**src/core/ssbs_consts.svh**
```systemverilog
// register offsets, field positions, reset values and timing counts of the supply sequencer
`ifndef SSBS_CONSTS_SVH
`define SSBS_CONSTS_SVH
// ----------------------------------------------------------------
// register byte offsets
// ----------------------------------------------------------------
`define SSBS_OFS_CTRL 8'h00
`define SSBS_OFS_STATUS 8'h04
`define SSBS_OFS_WIN_RELOAD 8'h08
`define SSBS_OFS_ARM_RELOAD 8'h0c
`define SSBS_OFS_STEP_COUNT 8'h10
`define SSBS_OFS_INT_STATUS 8'h14
`define SSBS_OFS_INT_MASK 8'h18
// ----------------------------------------------------------------
// field positions
// ----------------------------------------------------------------
`define SSBS_CTRL_BURST_EN 0
`define SSBS_EV_BROWNIN 0
`define SSBS_EV_BROWNOUT 1
`define SSBS_EV_PROTECT 2
`define SSBS_EV_RESTART 3
`define SSBS_EV_BURST 4
`define SSBS_EV_HWRESET 5
`define SSBS_EV_W 6
// ----------------------------------------------------------------
// reset values and timing
// ----------------------------------------------------------------
`define SSBS_CTRL_RST 1'b1
`define SSBS_STEP_RST 8'h08
`define SSBS_CLK_NS 8
`define SSBS_WIN_NS 100000
`define SSBS_ARM_NS 1000000
`define SSBS_WIN_CYC (`SSBS_WIN_NS / `SSBS_CLK_NS)
`define SSBS_ARM_CYC (`SSBS_ARM_NS / `SSBS_CLK_NS)
`define SSBS_INIT_CYC 4'hf
`endif

```
**src/core/ssbs_pkg.sv**
```systemverilog
// types of the supply sequencer
package ssbs_pkg;
  typedef enum logic [3:0] {
    S_CHARGE = 4'h0,
    S_INIT = 4'h1,
    S_BI_ACTIVE = 4'h2,
    S_BI_SLEEP = 4'h3,
    S_RUN = 4'h4,
    S_BURST = 4'h5,
    S_PROT_CHG = 4'h6,
    S_PROT_WAIT = 4'h7
  } ssbs_state_type;

  typedef struct packed {
    ssbs_state_type st;
    logic hv;
    logic gate;
    logic sleep;
    logic psm;
    logic latched;
    logic fb_prev;
    logic [3:0] init_cnt;
    logic [7:0] steps;
    logic burst_en;
    logic [31:0] win_rl;
    logic [31:0] arm_rl;
    logic [7:0] step_rl;
    logic [5:0] ists;
    logic [5:0] imask;
    logic [31:0] rdata;
    logic err;
  } ssbs_main_type;
endpackage

```
**src/core/ssbs_sync.sv**
```systemverilog
// three-stage synchroniser with agreement filter for comparator inputs
`timescale 1ns/1ps
module ssbs_sync #(
  parameter int W = 1
) (
  input wire logic pclk, // clock
  input wire logic presetn, // async reset
  input wire logic [W-1:0] din, // asynchronous level
  output logic [W-1:0] dout // filtered level
);
  typedef struct packed {
    logic [W-1:0] s1;
    logic [W-1:0] s2;
    logic [W-1:0] s3;
    logic [W-1:0] o;
  } ssbs_sync_type;
  ssbs_sync_type r_q, r_d;

  // stage shift, output follows once stages two and three agree
  always_comb begin
    r_d = r_q;
    r_d.s1 = din;
    r_d.s2 = r_q.s1;
    r_d.s3 = r_q.s2;
    for (int i = 0; i < W; i++) begin
      if (r_q.s2[i] == r_q.s3[i]) begin
        r_d.o[i] = r_q.s3[i];
      end
    end
  end

  always_ff @(posedge pclk or negedge presetn) begin
    if (!presetn) begin
      r_q <= '0;
    end else begin
      r_q <= r_d;
    end
  end

  assign dout = r_q.o;
endmodule

```
**src/core/ssbs_timer.sv**
```systemverilog
// reloadable down counter giving one done pulse per start
`timescale 1ns/1ps
module ssbs_timer #(
  parameter int TW = 32
) (
  input wire logic pclk, // clock
  input wire logic presetn, // async reset
  input wire logic start, // load and run
  input wire logic [TW-1:0] reload, // cycles to count
  output logic done // one-cycle pulse at expiry
);
  typedef struct packed {
    logic [TW-1:0] cnt;
    logic busy;
    logic done;
  } ssbs_timer_type;
  ssbs_timer_type r_q, r_d;

  // load on start, count down, pulse when it reaches one
  always_comb begin
    r_d = r_q;
    r_d.done = 1'b0;
    if (start) begin
      r_d.cnt = (reload == '0) ? TW'(1) : reload;
      r_d.busy = 1'b1;
    end else if (r_q.busy) begin
      if (r_q.cnt == TW'(1)) begin
        r_d.busy = 1'b0;
        r_d.done = 1'b1;
      end
      r_d.cnt = r_q.cnt - TW'(1);
    end
  end

  always_ff @(posedge pclk or negedge presetn) begin
    if (!presetn) begin
      r_q <= '0;
    end else begin
      r_q <= r_d;
    end
  end

  assign done = r_q.done;
endmodule

```
**src/core/ssbs_sequencer.sv**
```systemverilog
// supply start-up and bang-bang sequencer with apb registers
//
// The APB slave port and the register offsets are this design's own decisions.
`timescale 1ns/1ps
`include "ssbs_consts.svh"

module ssbs_sequencer
  import ssbs_pkg::*;
#(
  parameter int WIN_CYC = `SSBS_WIN_CYC,
  parameter int ARM_CYC = `SSBS_ARM_CYC
) (
  input wire logic pclk, // clock, 125 MHz
  input wire logic presetn, // async reset, active low
  input wire logic psel, // apb select
  input wire logic penable, // apb access phase
  input wire logic pwrite, // apb write
  input wire logic [7:0] paddr, // apb byte address
  input wire logic [31:0] pwdata, // apb write data
  output logic [31:0] prdata, // apb read data
  output logic pready, // apb ready
  output logic pslverr, // apb error, unmapped address
  input wire logic vcc_below_off, // supply below deactivation threshold
  input wire logic vcc_above_on, // supply above turn-on threshold
  input wire logic vcc_below_wakeup, // supply below sleep wake-up threshold
  input wire logic vs_brownin, // input sense brown-in reached
  input wire logic vs_brownout_fast, // fast brown-out detected
  input wire logic vs_brownout_slow, // slow brown-out detected
  input wire logic fb_above_ctrl, // feedback above burst control threshold
  input wire logic prot_latch_req, // latched protection request
  input wire logic prot_arm_req, // auto-restart protection request
  input wire logic burst_req, // burst operation request
  output logic hv_source_en, // start-up current source on
  output logic gate_enable, // half-bridge drive allowed
  output logic sleep_mode, // low-consumption sleep
  output logic burst_psm, // burst power-saving state
  output logic init_busy, // hardware initialisation running
  output logic irq // level interrupt
);
  // ----------------------------------------------------------------
  // comparator synchronisation
  // ----------------------------------------------------------------
  logic [6:0] cmp_raw;
  logic [6:0] cmp;
  logic below_off, above_on, below_wk, brownin, brownout, fb_hi;

  assign cmp_raw = {fb_above_ctrl, vs_brownout_slow, vs_brownout_fast, vs_brownin,
                    vcc_below_wakeup, vcc_above_on, vcc_below_off};

  // all comparator levels cross into pclk here
  ssbs_sync #(.W(7)) u_sync (
    .pclk(pclk),
    .presetn(presetn),
    .din(cmp_raw),
    .dout(cmp)
  );

  assign below_off = cmp[0];
  assign above_on = cmp[1];
  assign below_wk = cmp[2];
  assign brownin = cmp[3];
  assign brownout = cmp[4] | cmp[5];
  assign fb_hi = cmp[6];

  // ----------------------------------------------------------------
  // window and base-period timers
  // ----------------------------------------------------------------
  ssbs_main_type r_q, r_d;
  logic win_start, arm_start, win_done, arm_done;

  ssbs_timer #(.TW(32)) u_win (
    .pclk(pclk),
    .presetn(presetn),
    .start(win_start),
    .reload(r_q.win_rl),
    .done(win_done)
  );

  ssbs_timer #(.TW(32)) u_arm (
    .pclk(pclk),
    .presetn(presetn),
    .start(arm_start),
    .reload(r_q.arm_rl),
    .done(arm_done)
  );

  // ----------------------------------------------------------------
  // sequencer, registers and interrupts
  // ----------------------------------------------------------------
  logic [5:0] ev;
  logic [5:0] w1c;
  logic wr, setup, fb_rise, prot_any;
  logic [7:0] steps_inc;

  // bus phase decode and helpers
  assign wr = psel & penable & pwrite;
  assign setup = psel & ~penable;
  assign fb_rise = fb_hi & ~r_q.fb_prev;
  assign prot_any = prot_latch_req | prot_arm_req;
  assign steps_inc = r_q.steps + 8'h01;

  // next-state, register and event logic
  always_comb begin
    r_d = r_q;
    ev = '0;
    w1c = '0;
    win_start = 1'b0;
    arm_start = 1'b0;
    r_d.fb_prev = fb_hi;
    case (r_q.st)
      // power-up charge until turn-on threshold
      S_CHARGE: begin
        r_d.hv = 1'b1;
        if (above_on) begin
          r_d.hv = 1'b0;
          r_d.st = S_INIT;
          r_d.init_cnt = `SSBS_INIT_CYC;
        end
      end

      // fixed hardware initialisation count
      S_INIT: begin
        if (r_q.init_cnt == 4'h0) begin
          r_d.st = S_BI_ACTIVE;
          win_start = 1'b1;
        end else begin
          r_d.init_cnt = r_q.init_cnt - 4'h1;
        end
      end

      // brown-in detection window, awake
      S_BI_ACTIVE: begin
        if (brownin) begin
          r_d.st = S_RUN;
          ev[`SSBS_EV_BROWNIN] = 1'b1;
        end else if (win_done) begin
          r_d.st = S_BI_SLEEP;
          r_d.hv = 1'b1;
        end
      end

      // low-consumption sleep while recharging
      S_BI_SLEEP: begin
        r_d.hv = 1'b1;
        if (above_on) begin
          r_d.hv = 1'b0;
          r_d.st = S_BI_ACTIVE;
          win_start = 1'b1;
        end
      end

      // switching, with burst power saving
      S_RUN, S_BURST: begin
        if (prot_any) begin
          r_d.st = S_PROT_CHG;
          r_d.hv = 1'b1;
          r_d.latched = prot_latch_req;
          r_d.steps = 8'h00;
          ev[`SSBS_EV_PROTECT] = 1'b1;
        end else if (brownout) begin
          r_d.st = S_BI_SLEEP;
          r_d.hv = 1'b1;
          ev[`SSBS_EV_BROWNOUT] = 1'b1;
        end else if (r_q.st == S_RUN) begin
          if (burst_req && r_q.burst_en) begin
            r_d.st = S_BURST;
            r_d.hv = 1'b1;
            ev[`SSBS_EV_BURST] = 1'b1;
          end
        end else if (!burst_req || !r_q.burst_en) begin
          r_d.st = S_RUN;
          r_d.hv = 1'b0;
        end else if (fb_rise || above_on) begin
          r_d.hv = 1'b0;
        // wake-up threshold only armed while power saving, keeps wake-off
        end else if (below_wk && !fb_hi) begin
          r_d.hv = 1'b1;
        end
      end

      // protection bang-bang, charging phase
      S_PROT_CHG: begin
        r_d.hv = 1'b1;
        if (above_on) begin
          r_d.hv = 1'b0;
          r_d.st = S_PROT_WAIT;
          arm_start = 1'b1;
          if (!r_q.latched) begin
            r_d.steps = steps_inc;
            if (steps_inc >= r_q.step_rl) begin
              r_d.st = S_INIT;
              r_d.init_cnt = `SSBS_INIT_CYC;
              r_d.steps = 8'h00;
              arm_start = 1'b0;
              ev[`SSBS_EV_RESTART] = 1'b1;
            end
          end
        end
      end

      // protection bang-bang, base period off
      S_PROT_WAIT: begin
        if (arm_done) begin
          r_d.st = S_PROT_CHG;
          r_d.hv = 1'b1;
        end
      end

      // unused codes fall back to charging
      default: begin
        r_d.st = S_CHARGE;
        r_d.hv = 1'b1;
      end
    endcase

    // supply collapse is the hardware reset, only way out of latch
    if (below_off) begin
      r_d.st = S_CHARGE;
      r_d.hv = 1'b1;
      r_d.latched = 1'b0;
      r_d.steps = 8'h00;
      ev[`SSBS_EV_HWRESET] = (r_q.st != S_CHARGE);
    end

    // registered outputs decoded from the next state
    r_d.gate = (r_d.st == S_RUN) || ((r_d.st == S_BURST) && fb_hi);
    r_d.psm = (r_d.st == S_BURST) && !fb_hi;
    r_d.sleep = (r_d.st == S_BI_SLEEP) || (r_d.st == S_PROT_CHG) ||
                (r_d.st == S_PROT_WAIT);

    // apb writes take effect in the access phase
    if (wr) begin
      case (paddr)
        `SSBS_OFS_CTRL: r_d.burst_en = pwdata[`SSBS_CTRL_BURST_EN];
        `SSBS_OFS_WIN_RELOAD: r_d.win_rl = pwdata;
        `SSBS_OFS_ARM_RELOAD: r_d.arm_rl = pwdata;
        `SSBS_OFS_STEP_COUNT: r_d.step_rl = pwdata[7:0];
        `SSBS_OFS_INT_STATUS: w1c = pwdata[5:0];
        `SSBS_OFS_INT_MASK: r_d.imask = pwdata[5:0];
        default: r_d.err = r_q.err;
      endcase
    end

    // sticky events, a set in the clearing cycle wins
    r_d.ists = (r_q.ists & ~w1c) | ev;

    // read data and error captured in the setup phase
    if (setup) begin
      r_d.err = 1'b0;
      case (paddr)
        `SSBS_OFS_CTRL: r_d.rdata = {31'h0, r_q.burst_en};
        `SSBS_OFS_STATUS: r_d.rdata = {16'h0, r_q.steps, 2'h0, r_q.latched, r_q.hv, r_q.st};
        `SSBS_OFS_WIN_RELOAD: r_d.rdata = r_q.win_rl;
        `SSBS_OFS_ARM_RELOAD: r_d.rdata = r_q.arm_rl;
        `SSBS_OFS_STEP_COUNT: r_d.rdata = {24'h0, r_q.step_rl};
        `SSBS_OFS_INT_STATUS: r_d.rdata = {26'h0, r_q.ists};
        `SSBS_OFS_INT_MASK: r_d.rdata = {26'h0, r_q.imask};
        default: begin
          r_d.rdata = 32'h0;
          r_d.err = 1'b1;
        end
      endcase
    end
  end

  // state register, power-up starts charging
  always_ff @(posedge pclk or negedge presetn) begin
    if (!presetn) begin
      r_q <= '0;
      r_q.st <= S_CHARGE;
      r_q.hv <= 1'b1;
      r_q.burst_en <= `SSBS_CTRL_RST;
      r_q.win_rl <= 32'(WIN_CYC);
      r_q.arm_rl <= 32'(ARM_CYC);
      r_q.step_rl <= `SSBS_STEP_RST;
    end else begin
      r_q <= r_d;
    end
  end

  // ----------------------------------------------------------------
  // outputs
  // ----------------------------------------------------------------
  assign prdata = r_q.rdata;
  assign pready = 1'b1; // zero wait states
  assign pslverr = psel & penable & r_q.err;
  assign hv_source_en = r_q.hv;
  assign gate_enable = r_q.gate;
  assign sleep_mode = r_q.sleep;
  assign burst_psm = r_q.psm;
  assign init_busy = (r_q.st == S_INIT);
  assign irq = |(r_q.ists & r_q.imask);
endmodule

```
**config.mk**
```make
export PLATFORM = sky130hd
export DESIGN_NAME = ssbs_sequencer
export DESIGN_NICKNAME = d
export VERILOG_FILES = /design/src/core/ssbs_pkg.sv /design/src/core/ssbs_sync.sv /design/src/core/ssbs_timer.sv /design/src/core/ssbs_sequencer.sv
export VERILOG_INCLUDE_DIRS = /design/src /design/src/core
export SDC_FILE = /design/constraint.sdc
export NUM_CORES = 1
export LEC_CHECK = 0
export BUFFER_PORTS_ARGS = -buffer_cell sky130_fd_sc_hd__buf_4
export CAP_MARGIN = 20
export CORE_AREA = 2 2 154 156
export DETAILED_ROUTE_END_ITERATION = 8
export DIE_AREA = 0 0 156 158
export GPL_TIMING_DRIVEN = 0
export PLACE_DENSITY = 0.67
export SYNTH_ARGS = -nofsm -noshare
export SYNTH_HDL_FRONTEND = slang
export SYNTH_SLANG_ARGS = --single-unit
export TNS_END_PERCENT = 50
```
**constraint.sdc**
```tcl
create_clock -name pclk -period 3.2 [get_ports pclk]
set_input_delay 0.16 -clock pclk [delete_from_list [all_inputs] [get_ports pclk]]
set_output_delay 0.16 -clock pclk [all_outputs]
set_load 0.01 [all_outputs]
```
# Yosys cells after proc, flatten, opt, wreduce, memory -nomap -nowiden
# Cells that the tools add are included.
dict set report totals {
  inputBits 55
  output_inout_bits 40
  elab_cells 198
  regBits 236
}
dict set report classes {
  order_cmp 1
  n_mux 70
  n_addsub 4
  n_eq_ne 41
  bitwise_logic 13
  n_reduce_logical 36
}
# op count
set ops {}
lappend ops {{case mux 32 bit (7 select lines)} 1}
lappend ops {{two-way mux 34 bit} 2}
lappend ops {{two-way mux 33 bit} 2}
lappend ops {{equality test 32 x 1 -> 1 bit (second input constant)} 2}
lappend ops {{logical NOT 32 bit} 2}
lappend ops {{two-way mux 32 bit} 2}
lappend ops {{subtractor 32 x 1 -> 32 bit (second input constant)} 2}
lappend ops {{two-way mux 5 bit} 10}
lappend ops {{two-way mux 12 bit} 3}
lappend ops {{equality test 4 x 3 -> 1 bit (second input constant)} 8}
lappend ops {{two-way mux 1 bit} 31}
lappend ops {{case mux 4 bit (7 select lines)} 1}
lappend ops {{equality test 8 x 5 -> 1 bit (second input constant)} 3}
lappend ops {{two-way mux 4 bit} 5}
lappend ops {{equality test 8 x 4 -> 1 bit (second input constant)} 2}
lappend ops {{two-way mux 8 bit} 2}
lappend ops {{case mux 8 bit (2 select lines)} 1}
lappend ops {{bitwise AND 6 bit} 2}
lappend ops {{equality test 4 x 2 -> 1 bit (second input constant)} 3}
lappend ops {{two-way mux 6 bit} 2}
lappend ops {{case mux 4 bit (3 select lines)} 1}
lappend ops {{AND reduction 2 bit} 6}
lappend ops {{AND reduction 6 bit} 2}
lappend ops {{inequality test 3 x 1 -> 1 bit (second input constant)} 3}
lappend ops {{33 further kinds} 67}

# Logic depth before layout (Yosys ltp)
# Gate-level depths: netlist of run 1.
dict set report depth {
  ltp_word 13
  depth_mapped 13
  mapped_depth_nobuf 11
}

# By module
# A second synthesis of run 1 with hierarchy kept.
dict set report hier_totals {
  cells_unflattened 1164
  area_unflattened_um2 12295.5
}
# mod seq_area_each_um2 cells_each area_per_inst_um2 n_inst
set by_module_without_submodules {}
lappend by_module_without_submodules {ssbs_sequencer 3523.4 661 7282.0 1}
lappend by_module_without_submodules {{ssbs_timer at u_win} 850.8 244 2228.4 1}
lappend by_module_without_submodules {{ssbs_timer at u_arm} 850.8 217 1953.1 1}
lappend by_module_without_submodules {ssbs_sync 700.7 42 832.0 1}

# Worst setup path before layout of run 1
# Ideal clock, no wire load.
dict set report synth_path {
  kind {reg-to-reg}
  start {reg r_q[118] (netlist name)}
  end {reg u_arm.r_q[28] (netlist name)}
  n_path_buf 1
  required_time_ps 3134
  arrival_time_ps 2590
  path_stages_with_launch 13
  period_less_slack_ps 2656
  setup_ps 66
  setup_slack_ps 544
  path_cell_list {dfrtp_1 > and3_1 > nand3_1 > or2_2 > nand2_1 > ha_1 > a21oi_1 > o21ai_0 > a31oi_1 > o211ai_1 > nor2_2 > clkbuf_8 > a22o_1}
}
dict set report synth_between {
  elab_chain_len 7
  elab_cells_between_ends 8
  classes_between {add/sub: 1; order compare: 1; mux: 5; reduce/logical: 1}
}
# element line_no
set synth_rtl {}
lappend synth_rtl {{from (decl)} ssbs_sequencer.sv:68} ;# ssbs_main_type r_q, r_d;
lappend synth_rtl {{from (signal assigned)} ssbs_sequencer.sv:277} ;# r_q <= r_d;
lappend synth_rtl {{adder 8 x 1 -> 8 bit (*)} ssbs_sequencer.sv:100} ;# assign steps_inc = r_q.steps + 8'h01;
lappend synth_rtl {{greater-or-equal comparator 8 bit (*)} ssbs_sequencer.sv:190} ;# if (steps_inc >= r_q.step_rl) begin
lappend synth_rtl {{two-way mux 1 bit (*)} ssbs_sequencer.sv:190}
lappend synth_rtl {{two-way mux 1 bit (*)} ssbs_sequencer.sv:188} ;# if (!r_q.latched) begin
lappend synth_rtl {{two-way mux 1 bit (*)} ssbs_sequencer.sv:184} ;# if (above_on) begin
lappend synth_rtl {{two-way mux 1 bit (*)} ssbs_sequencer.sv:110} ;# case (r_q.st)
lappend synth_rtl {{two-way mux 33 bit / nonzero test 2 bit (equally long branches)} n/a}
lappend synth_rtl {{to (signal assigned)} ssbs_timer.sv:39} ;# r_q <= r_d;
lappend synth_rtl {{to (decl)} ssbs_timer.sv:17} ;# ssbs_timer_type r_q, r_d;
# Mark *: on every way between the ends. The rest lies on a longest branch, timed or not.
# A chain may end at the register's enable or synchronous reset.

# Worst setup path in the final report of run 1
dict set report layout_path {
  start {reg r_q[118] (netlist name)}
  end {reg u_arm.r_q[33] (netlist name)}
}
# The elaborated chain is that of the path after synthesis.

==> impl_results.html, run 1 <==
<table>
<tr><th>Metric</th><th>Value</th></tr>
<tr><th colspan="2">CTS</th></tr>
<tr><td>Clock sink total</td><td>236</td></tr>
<tr><td>Htree depth</td><td>1</td></tr>
<tr><td>Clock-pin slew on the worst setup and hold paths</td><td>0.06 ns</td></tr>
<tr><td>Clock network latency to the later pin of the worst-skew pair</td><td>0.53 ns</td></tr>
<tr><td>Max Buffers Root-to-Sink</td><td>3</td></tr>
<tr><td>TritonCTS clock tree</td><td>done</td></tr>
<tr><td>Number of clock buffers inserted by TritonCTS</td><td>26</td></tr>
<tr><td>Root buffer cell</td><td>clkbuf_16</td></tr>
<tr><th colspan="2">Synth</th></tr>
<tr><td>Average cell area after synthesis</td><td>10.6 um2</td></tr>
<tr><td>Mapped Cells</td><td>1,071</td></tr>
<tr><td>Ranking of synthesized cells by area</td><td>dfrtp_1 (49%), mux2_2 (7.5%), dfstp_2 (3.7%), nand2_1 (3.4%), a21oi_1 (2.6%)</td></tr>
<tr><td>Post-synthesis sequential element count</td><td>236</td></tr>
<tr><td>Number of distinct library cells after synthesis</td><td>68</td></tr>
<tr><td>Netlist area before placement</td><td>11,300 um2</td></tr>
<tr><td>Commonest cells in the synthesized netlist</td><td>dfrtp_1 (220), nand2_1 (103), mux2_2 (76), nor2_1 (76), a21oi_1 (59)</td></tr>
<tr><td>Most frequent cell after synthesis</td><td>dfrtp_1</td></tr>
<tr><td>Post-synth top area share</td><td>0.485</td></tr>
<tr><td>Sequential area share after synthesis</td><td>0.522</td></tr>
<tr><td>Fraction of registers with async set or reset after synthesis</td><td>1.00</td></tr>
<tr><td>Total nets after synthesis</td><td>1,141</td></tr>
<tr><td>Number of synthesized flops with an enable pin</td><td>0</td></tr>
<tr><td>Cell taking the most area after synthesis</td><td>dfrtp_1</td></tr>
<tr><td>Synth warnings</td><td>0</td></tr>
<tr><td>Dominant register cell in the synthesized netlist</td><td>dfrtp_1</td></tr>
<tr><th colspan="2">Critical path</th></tr>
<tr><td>Slowest stage cell on the critical path</td><td>dfrtp_2</td></tr>
<tr><td>Ordered cell list for the critical path</td><td>and3_1, nand3_1, nor2_1, xor2_1, ha_1, a21oi_1, o21ai_0, a31oi_2, o211ai_1, buf_4, nor2_4, clkbuf_8, a22o_1</td></tr>
<tr><td>CP Launch Type</td><td>flop</td></tr>
<tr><td>Worst Path Required</td><td>3.66 ns</td></tr>
<tr><td>Data arrival time of the critical path</td><td>3.42 ns</td></tr>
<tr><td>Critical Path Max Stage Delay</td><td>0.45 ns</td></tr>
<tr><td>Endpoint class of the critical path</td><td>flop</td></tr>
<tr><td>Category of the most critical setup path</td><td>flop to flop</td></tr>
<tr><td>Top fanout value on the critical path</td><td>10</td></tr>
<tr><th colspan="2">Global routing</th></tr>
<tr><td>Via count of the first global-routing pass</td><td>8,758</td></tr>
<tr><td>Overall overflow remaining after global route</td><td>0</td></tr>
<tr><td>First-pass GRT wire length</td><td>48,000 um</td></tr>
<tr><td>M1 GR Usage</td><td>0.349</td></tr>
<tr><td>Antenna violations before repair</td><td>0</td></tr>
<tr><td>GR Layer Usage met2</td><td>0.406</td></tr>
<tr><td>Pin count of the biggest net entering global routing</td><td>115</td></tr>
<tr><td>Met3 track demand over resource</td><td>0.0452</td></tr>
<tr><td>Tot GR Track Use</td><td>0.254</td></tr>
<tr><td>Most used routing layer</td><td>met2</td></tr>
<tr><th colspan="2">Detailed routing</th></tr>
<tr><td>Initial DRC count</td><td>628</td></tr>
<tr><td>Antenna violation net count after detailed routing</td><td>0</td></tr>
<tr><td>WL final</td><td>30,600 um</td></tr>
<tr><td>DRC violation count after routing</td><td>0</td></tr>
<tr><td>Via count</td><td>8,823</td></tr>
<tr><td>Average wire per cell in the routed design</td><td>19.7 um</td></tr>
<tr><td>Ratio of routed vias to standard cells</td><td>5.70</td></tr>
<tr><td>First-pass iteration count of the detailed router</td><td>6</td></tr>
<tr><th colspan="2">Timing</th></tr>
<tr><td>Final Setup Violations</td><td>0</td></tr>
<tr><td>Skew final</td><td>0.0146 ns</td></tr>
<tr><td>Highest clock rate</td><td>0.337 GHz</td></tr>
<tr><td>Share of the clock period used by the worst path</td><td>0.926</td></tr>
<tr><td>Count of final hold-check violations</td><td>0</td></tr>
<tr><td>Max-Slew Margin vs Limit</td><td>0.246</td></tr>
<tr><td>Time the final worst path needs with I/O delays and setup</td><td>2.96 ns</td></tr>
<tr><td>Unrepaired setup endpoints after global routing</td><td>no</td></tr>
<tr><td>Transition time at the pin with the least slew margin</td><td>1.12 ns</td></tr>
<tr><td>Number of pins with negative max-slew slack in the final report</td><td>0</td></tr>
<tr><td>Post-layout worst setup margin</td><td>0.236 ns</td></tr>
<tr><th colspan="2">Floorplanning</th></tr>
<tr><td>Horiz. Die Dim</td><td>156 um</td></tr>
<tr><td>Area of the placeable core</td><td>23,100 um2</td></tr>
<tr><td>Starting density of the core</td><td>0.492</td></tr>
<tr><td>Total I/O pin count</td><td>95</td></tr>
<tr><td>DIE AREA</td><td>24,600 um2</td></tr>
<tr><td>FP Rows</td><td>56</td></tr>
<tr><td>Height of the die</td><td>158 um</td></tr>
<tr><th colspan="2">Min path</th></tr>
<tr><td>Class of the tightest hold or removal check</td><td>input pin to flop</td></tr>
<tr><th colspan="2">Power</th></tr>
<tr><td>Power density normalized to cell area</td><td>547 nW/um2</td></tr>
<tr><td>Post-layout power</td><td>0.00761 W</td></tr>
<tr><td>Worst supply voltage drop on vdd</td><td>415 uV</td></tr>
<tr><td>Lkg Pwr</td><td>6.51 nW</td></tr>
<tr><th colspan="2">Final layout</th></tr>
<tr><td>Area growth from synthesis to layout</td><td>22.5%</td></tr>
<tr><td>Antenna diodes</td><td>0</td></tr>
<tr><td>Net total in the final layout</td><td>1,308</td></tr>
<tr><td>Filler Cells Inserted</td><td>1,939</td></tr>
<tr><td>Layout cell share with drive strength beyond 1</td><td>0.235</td></tr>
<tr><td>Share of the core filled with cells</td><td>0.603</td></tr>
<tr><th colspan="2">Job</th></tr>
<tr><td>Maximum Capacitance Violations</td><td>0</td></tr>
<tr><th colspan="2">Place</th></tr>
<tr><td>Routability congestion estimate from global placement</td><td>0.885</td></tr>
<tr><td>Pre-CTS setup slack</td><td>-0.285 ns</td></tr>
<tr><td>Count of input and output buffers</td><td>91</td></tr>
<tr><td>Post-detail-place hpwl</td><td>22,200 um</td></tr>
<tr><th colspan="2">Run status</th></tr>
<tr><td>Outcome</td><td>finished, final reports clean</td></tr>
</table>
area by class of cell:
class	count	area [um2]	area share
tap	290	363	0.0261
clock buffer	30	707	0.0508
inverter	24	90.1	0.00648
multi-input combinational	734	4900	0.352
timing repair buffer	139	1200	0.0860
sequential	236	5930	0.426
buffer	77	449	0.0323
clock inverter	18	275	0.0198
where the power goes:
group / leakage (nW) / internal, W / switching, W
clock network: 0.475 / 0.00215 / 0.00123
logic: 2.94 / 0.000386 / 0.000444
registers: 3.09 / 0.00319 / 0.000207
metrics by stage:
step                area [um2]  hold slack, ns  std cells  TNS (ns)
global route             13900          0.0413       1548         0
detailed placement       12500          0.0287       1454     -5.02
finish                   13900          0.0328       1548         0
CTS                      13900          0.0131       1545         0
global placement         12400           0.270       1452     -5.10
floorplan                11300          -0.136       1071         0
kinds of logic (layout without fill, tap and decap cells):
family	Yosys count	count (layout)	share of synthesized area
AND/OR/NAND/NOR	349	349	0.155
AO/OA/AOI/OAI	219	219	0.125
flip-flops	236	236	0.522
adder cells (fa/ha/maj)	22	22	0.0227
other	2	2	0.000662
buffers and inverters	101	288	0.0474
multiplexers	80	80	0.0793
XOR/XNOR	62	62	0.0478
path summary, 6_finish.rpt:
kind	from	end	slack (ns)	depth (start not counted)
max	r_q[118]	u_arm.r_q[33]	0.24	13
min	prot_arm_req	r_q[40]	0.03	4
max reg2reg	r_q[118]	u_arm.r_q[33]	0.24	13
min reg2reg	u_sync.r_d[16]	u_sync.r_d[9]	0.35	0
max in group asynchronous	presetn	r_q[118]	2.26	3
min in group asynchronous	presetn	r_q[70]	0.08	2
routing by layer:
metal,routed length [um],part of all wire
met5,0,0
met2,14000,0.46
met3,1940,0.063
met4,1160,0.038
met1,13400,0.44
flip-flops by register name, summed over array words and instances, names as in the netlist:
register,cells
u_win.r_q,33
burst_psm,1
u_win.done,1
gate_enable,1
u_sync.r_d,14
u_arm.done,1
u_sync.dout,7
hv_source_en,1
u_sync.r_q,7
u_arm.r_q,33
r_q,104
prdata,32
sleep_mode,1
worst max-delay path: cells and delay by family (launching register included):
kind	cells	cell delay, ns
and+or+nand+nor	4	0.69
AOI/OAI and AO/OA	5	0.80
DFF	1	0.45
buffers and inverters	2	0.44
xor gates and xnor gates	1	0.23
adders and majority gates	1	0.28
placed cells by master (no fill, tap or decap), types with 31 or more instances in the layout:
master / n
a21oi_1: 59
xor2_1: 32
clkbuf_1: 39
a22oi_1: 36
dfrtp_1: 217
nor3_1: 31
nand2_1: 103
mux2_2: 76
o21ai_0: 38
nor2_1: 76
dlygate4sd3_1: 42
buf_4: 126
timing repair:
item,CTS,global route
setup buffers,1,2
hold buffers,42,0
setup endpoints to repair,29,40
gates cloned,0,0
pin swaps,1,0
resized for setup,3,3
hold endpoints to repair,317,0
Power figures use the tool's default switching activity.
==> inputs of run 2 (changes only) <==
==> constraint.sdc (replaced) <==
create_clock -name pclk -period 3.2 [get_ports pclk]
set_input_delay 0.8 -clock pclk [delete_from_list [all_inputs] [get_ports pclk]]
set_output_delay 0.8 -clock pclk [all_outputs]
set_load 0.01 [all_outputs]
==> run 2 against run 1 <==
Net effect:
- cell area fell by 2.9%
- largest power group unchanged
- worst setup slack gained 0.0054 ns
- sequential share of layout area increased by 1.3 points
- die area unchanged
- sequential power about the same
- clock power hardly changed
- maximum frequency rose by 0.18%
==> impl_results.html, run 2 (synthesis gave the netlist of run 1 again) <==
<table>
<tr><th>Metric</th><th>Value</th></tr>
<tr><th colspan="2">Run status</th></tr>
<tr><td>Outcome</td><td>finished, final reports clean (unchanged)</td></tr>
<tr><th colspan="2">Global routing</th></tr>
<tr><td>Antenna violations before repair</td><td>0 (unchanged)</td></tr>
<tr><td>Pin count of the biggest net entering global routing</td><td>115 (unchanged)</td></tr>
<tr><td>Via count of the first global-routing pass</td><td>8,554 (was 8,758)</td></tr>
<tr><td>First-pass GRT wire length</td><td>47,300 um (was 48,000 um)</td></tr>
<tr><td>Overall overflow remaining after global route</td><td>0 (unchanged)</td></tr>
<tr><td>Tot GR Track Use</td><td>0.250 (was 0.254)</td></tr>
<tr><th colspan="2">Critical path</th></tr>
<tr><td>Endpoint class of the critical path</td><td>flop (unchanged)</td></tr>
<tr><td>Slowest stage cell on the critical path</td><td>dfrtp_2 (unchanged)</td></tr>
<tr><td>CP Launch Type</td><td>flop (unchanged)</td></tr>
<tr><td>Endpoint of the worst-slack reg-to-reg timing path</td><td>u_arm.r_q[33] (unchanged)</td></tr>
<tr><td>Reg-to-reg critical path startpoint</td><td>r_q[118] (unchanged)</td></tr>
<tr><td>Worst Path Required</td><td>3.66 ns (about the same)</td></tr>
<tr><td>Critical Path Max Stage Delay</td><td>0.45 ns (about the same)</td></tr>
<tr><td>Worst r2r path cells</td><td>13 (unchanged)</td></tr>
<tr><td>Data arrival time of the critical path</td><td>3.42 ns (about the same)</td></tr>
<tr><td>Top fanout value on the critical path</td><td>10 (unchanged)</td></tr>
<tr><td>Category of the most critical setup path</td><td>flop to flop (unchanged)</td></tr>
<tr><td>R2R Setup Slk</td><td>0.24 ns (about the same)</td></tr>
<tr><td>Ordered cell list for the critical path</td><td>and3_1, nand3_1, nor2_1, xor2_1, ha_1, a21oi_1, o21ai_0, a31oi_2, o211ai_1, buf_4, nor2_4, clkbuf_8, a22o_1 (unchanged)</td></tr>
<tr><th colspan="2">Power</th></tr>
<tr><td>Part of the power in registers</td><td>0.449 (was 0.447)</td></tr>
<tr><td>Power density normalized to cell area</td><td>561 nW/um2 (was 547 nW/um2)</td></tr>
<tr><td>Clk pwr share</td><td>0.446 (was 0.444)</td></tr>
<tr><td>Worst supply voltage drop on vdd</td><td>414 uV (was 415 uV)</td></tr>
<tr><td>Switching power total</td><td>0.00188 W (was 0.00189 W)</td></tr>
<tr><td>Post-layout power</td><td>0.00757 W (was 0.00761 W)</td></tr>
<tr><td>Internal power component</td><td>0.00569 W (was 0.00573 W)</td></tr>
<tr><td>Sw Share</td><td>0.248 (about the same)</td></tr>
<tr><td>Power share of the combinational group</td><td>0.104 (was 0.109)</td></tr>
<tr><td>Lkg Pwr</td><td>6.34 nW (was 6.51 nW)</td></tr>
<tr><th colspan="2">Timing</th></tr>
<tr><td>Total negative slack for setup checks</td><td>0 ns (unchanged)</td></tr>
<tr><td>Share of the clock period used by the worst path</td><td>0.925 (was 0.926)</td></tr>
<tr><td>Post-layout worst setup margin</td><td>0.241 ns (was 0.236 ns)</td></tr>
<tr><td>Transition time at the pin with the least slew margin</td><td>1.07 ns (was 1.12 ns)</td></tr>
<tr><td>Hold slack</td><td>0.122 ns (was 0.0328 ns)</td></tr>
<tr><td>Count of final hold-check violations</td><td>0 (unchanged)</td></tr>
<tr><td>Skew final</td><td>0.0119 ns (was 0.0146 ns)</td></tr>
<tr><td>Max-Slew Margin vs Limit</td><td>0.279 (was 0.246)</td></tr>
<tr><td>Highest clock rate</td><td>0.338 GHz (was 0.337 GHz)</td></tr>
<tr><td>Final Setup Violations</td><td>0 (unchanged)</td></tr>
<tr><td>Time the final worst path needs with I/O delays and setup</td><td>2.96 ns (about the same)</td></tr>
<tr><td>Unrepaired setup endpoints after global routing</td><td>no (unchanged)</td></tr>
<tr><td>Number of pins with negative max-slew slack in the final report</td><td>0 (unchanged)</td></tr>
<tr><th colspan="2">CTS</th></tr>
<tr><td>Root buffer cell</td><td>clkbuf_16 (unchanged)</td></tr>
<tr><td>Clock network latency to the later pin of the worst-skew pair</td><td>0.53 ns (about the same)</td></tr>
<tr><td>Htree depth</td><td>1 (unchanged)</td></tr>
<tr><td>TritonCTS clock tree</td><td>done (unchanged)</td></tr>
<tr><td>Clock-pin slew on the worst setup and hold paths</td><td>0.06 ns (about the same)</td></tr>
<tr><td>Max Buffers Root-to-Sink</td><td>3 (unchanged)</td></tr>
<tr><td>Hold-fix buffers, CTS</td><td>0 (was 42)</td></tr>
<tr><td>Number of clock buffers inserted by TritonCTS</td><td>26 (unchanged)</td></tr>
<tr><td>Clock sink total</td><td>236 (unchanged)</td></tr>
<tr><th colspan="2">Final layout</th></tr>
<tr><td>Leading registers by flop count</td><td>r_q (104), u_arm.r_q (33), u_win.r_q (33) (unchanged)</td></tr>
<tr><td>Net total in the final layout</td><td>1,266 (was 1,308)</td></tr>
<tr><td>Area growth from synthesis to layout</td><td>19.0% (was 22.5%)</td></tr>
<tr><td>Most frequent standard cell in the layout excluding fill and tap cells</td><td>dfrtp_1 (unchanged)</td></tr>
<tr><td>Area used by sequential logic in the layout</td><td>5930 um2 (unchanged)</td></tr>
<tr><td>Layout cell share with drive strength beyond 1</td><td>0.246 (was 0.235)</td></tr>
<tr><td>Antenna diodes</td><td>0 (unchanged)</td></tr>
<tr><td>Multi-input logic area</td><td>4910 um2 (was 4900 um2)</td></tr>
<tr><td>Filler Cells Inserted</td><td>1,980 (was 1,939)</td></tr>
<tr><td>Leading cell types in the layout, fill and taps excluded</td><td>dfrtp_1 (217), buf_4 (126), nand2_1 (103) (unchanged)</td></tr>
<tr><td>Largest reg by FF count</td><td>r_q (unchanged)</td></tr>
<tr><td>Flip-flop count of the largest register, all copies and words added</td><td>104 (unchanged)</td></tr>
<tr><td>Filler-free cell count of the finished design</td><td>1,506 (was 1,548)</td></tr>
<tr><th colspan="2">Place</th></tr>
<tr><td>Post-detail-place hpwl</td><td>22,200 um (unchanged)</td></tr>
<tr><td>DP Cell Count</td><td>1,454 (unchanged)</td></tr>
<tr><td>Pre-CTS setup slack</td><td>-0.465 ns (was -0.285 ns)</td></tr>
<tr><td>Count of input and output buffers</td><td>91 (unchanged)</td></tr>
<tr><td>Routability congestion estimate from global placement</td><td>0.885 (unchanged)</td></tr>
<tr><th colspan="2">Floorplanning</th></tr>
<tr><td>Horiz. Die Dim</td><td>156 um (unchanged)</td></tr>
<tr><td>DIE AREA</td><td>24,600 um2 (unchanged)</td></tr>
<tr><td>FP Rows</td><td>56 (unchanged)</td></tr>
<tr><td>Starting density of the core</td><td>0.492 (unchanged)</td></tr>
<tr><td>Area of the placeable core</td><td>23,100 um2 (unchanged)</td></tr>
<tr><td>Height of the die</td><td>158 um (unchanged)</td></tr>
<tr><td>Total I/O pin count</td><td>95 (unchanged)</td></tr>
<tr><th colspan="2">Detailed routing</th></tr>
<tr><td>Average wire per cell in the routed design</td><td>20.0 um (was 19.7 um)</td></tr>
<tr><td>Antenna violation net count after detailed routing</td><td>0 (unchanged)</td></tr>
<tr><td>Initial DRC count</td><td>625 (was 628)</td></tr>
<tr><td>Via count</td><td>8,708 (was 8,823)</td></tr>
<tr><td>WL final</td><td>30,100 um (was 30,600 um)</td></tr>
<tr><td>DRC violation count after routing</td><td>0 (unchanged)</td></tr>
<tr><td>First-pass iteration count of the detailed router</td><td>5 (was 6)</td></tr>
<tr><td>Ratio of routed vias to standard cells</td><td>5.78 (was 5.70)</td></tr>
<tr><th colspan="2">Job</th></tr>
<tr><td>Maximum Capacitance Violations</td><td>0 (unchanged)</td></tr>
<tr><th colspan="2">Min path</th></tr>
<tr><td>Class of the tightest hold or removal check</td><td>input pin to async pin (was input pin to flop)</td></tr>
</table>
run 2: cell count changes in the layout (fill, tap and decap cells not counted):
cell           delta
nor4_2            +1
nor4_1            -1
nor3_2            +2
dlygate4sd3_1    -42
nor3_1            -2
run 2: layout make-up:
class / count / area share
Sequential cell: 236 / 0.439
Multi-Input combinational cell: 734 / 0.364
Timing Repair Buffer: 97 / 0.0574
Clock buffer: 30 / 0.0524
Buffer: 77 / 0.0333
Tap cell: 290 / 0.0269
Clock inverter: 18 / 0.0204
Inverter: 24 / 0.00667
run 2: layer usage:
layer	GRT usage	wire, um
met1	0.348	13000
met2	0.394	13700
met3	0.0465	2160
met4	0.0926	1190
met5	0	0
run 2: what timing repair did:
| action | CTS | global route |
|---|---|---|
| setup buffers | 1 | 2 |
| endpoints found under the setup margin | 29 | 78 |
| pin swaps | 1 | 0 |
| gates resized for setup | 3 | 6 |
run 2: power by group through the flow:
stage	clock network (W)	registers, W	logic (W)
6_report	0.00338	0.00340	0.000790
5_1_grt	0.00356	0.00343	0.000892
4_1_cts	0.00343	0.00340	0.000791
3_5_place_dp	0	0.00345	0.000785
3_3_place_gp	0	0.00344	0.000749
2_1_floorplan	0	0.00340	0.000527
run 2: worst max-delay path by stage:
stage	from	endpoint	slack [ns]	cells after the start
6_report	r_q[118]	u_arm.r_q[33]	0.24	13
5_1_grt	r_q[118]	u_arm.r_q[32]	0.008	13
4_1_cts	r_q[118]	u_arm.r_q[33]	0.05	13
3_5_place_dp	paddr[1]	r_q[99]	-0.47	6
3_3_place_gp	presetn	u_sync.r_d[20]	-0.52	1
2_1_floorplan	paddr[1]	r_q[88]	0.51	5
run 2: stage by stage:
stage / area [um2] / utilization
finish: 13500 / 0.586
global route: 13500 / 0.586
CTS: 13500 / 0.584
detailed placement: 12500 / 0.540
global placement: 12400 / 0.538
floorplan: 11300 / -
run 2: worst max-delay path: cells and delay by family, from the launching register on:
family / cells / cell delay [ns]
and+or+nand+nor: 4 / 0.69
buffers and inverters: 2 / 0.45
DFF: 1 / 0.45
AOI/OAI and AO/OA: 5 / 0.79
xor gates and xnor gates: 1 / 0.23
adders and majority gates: 1 / 0.28
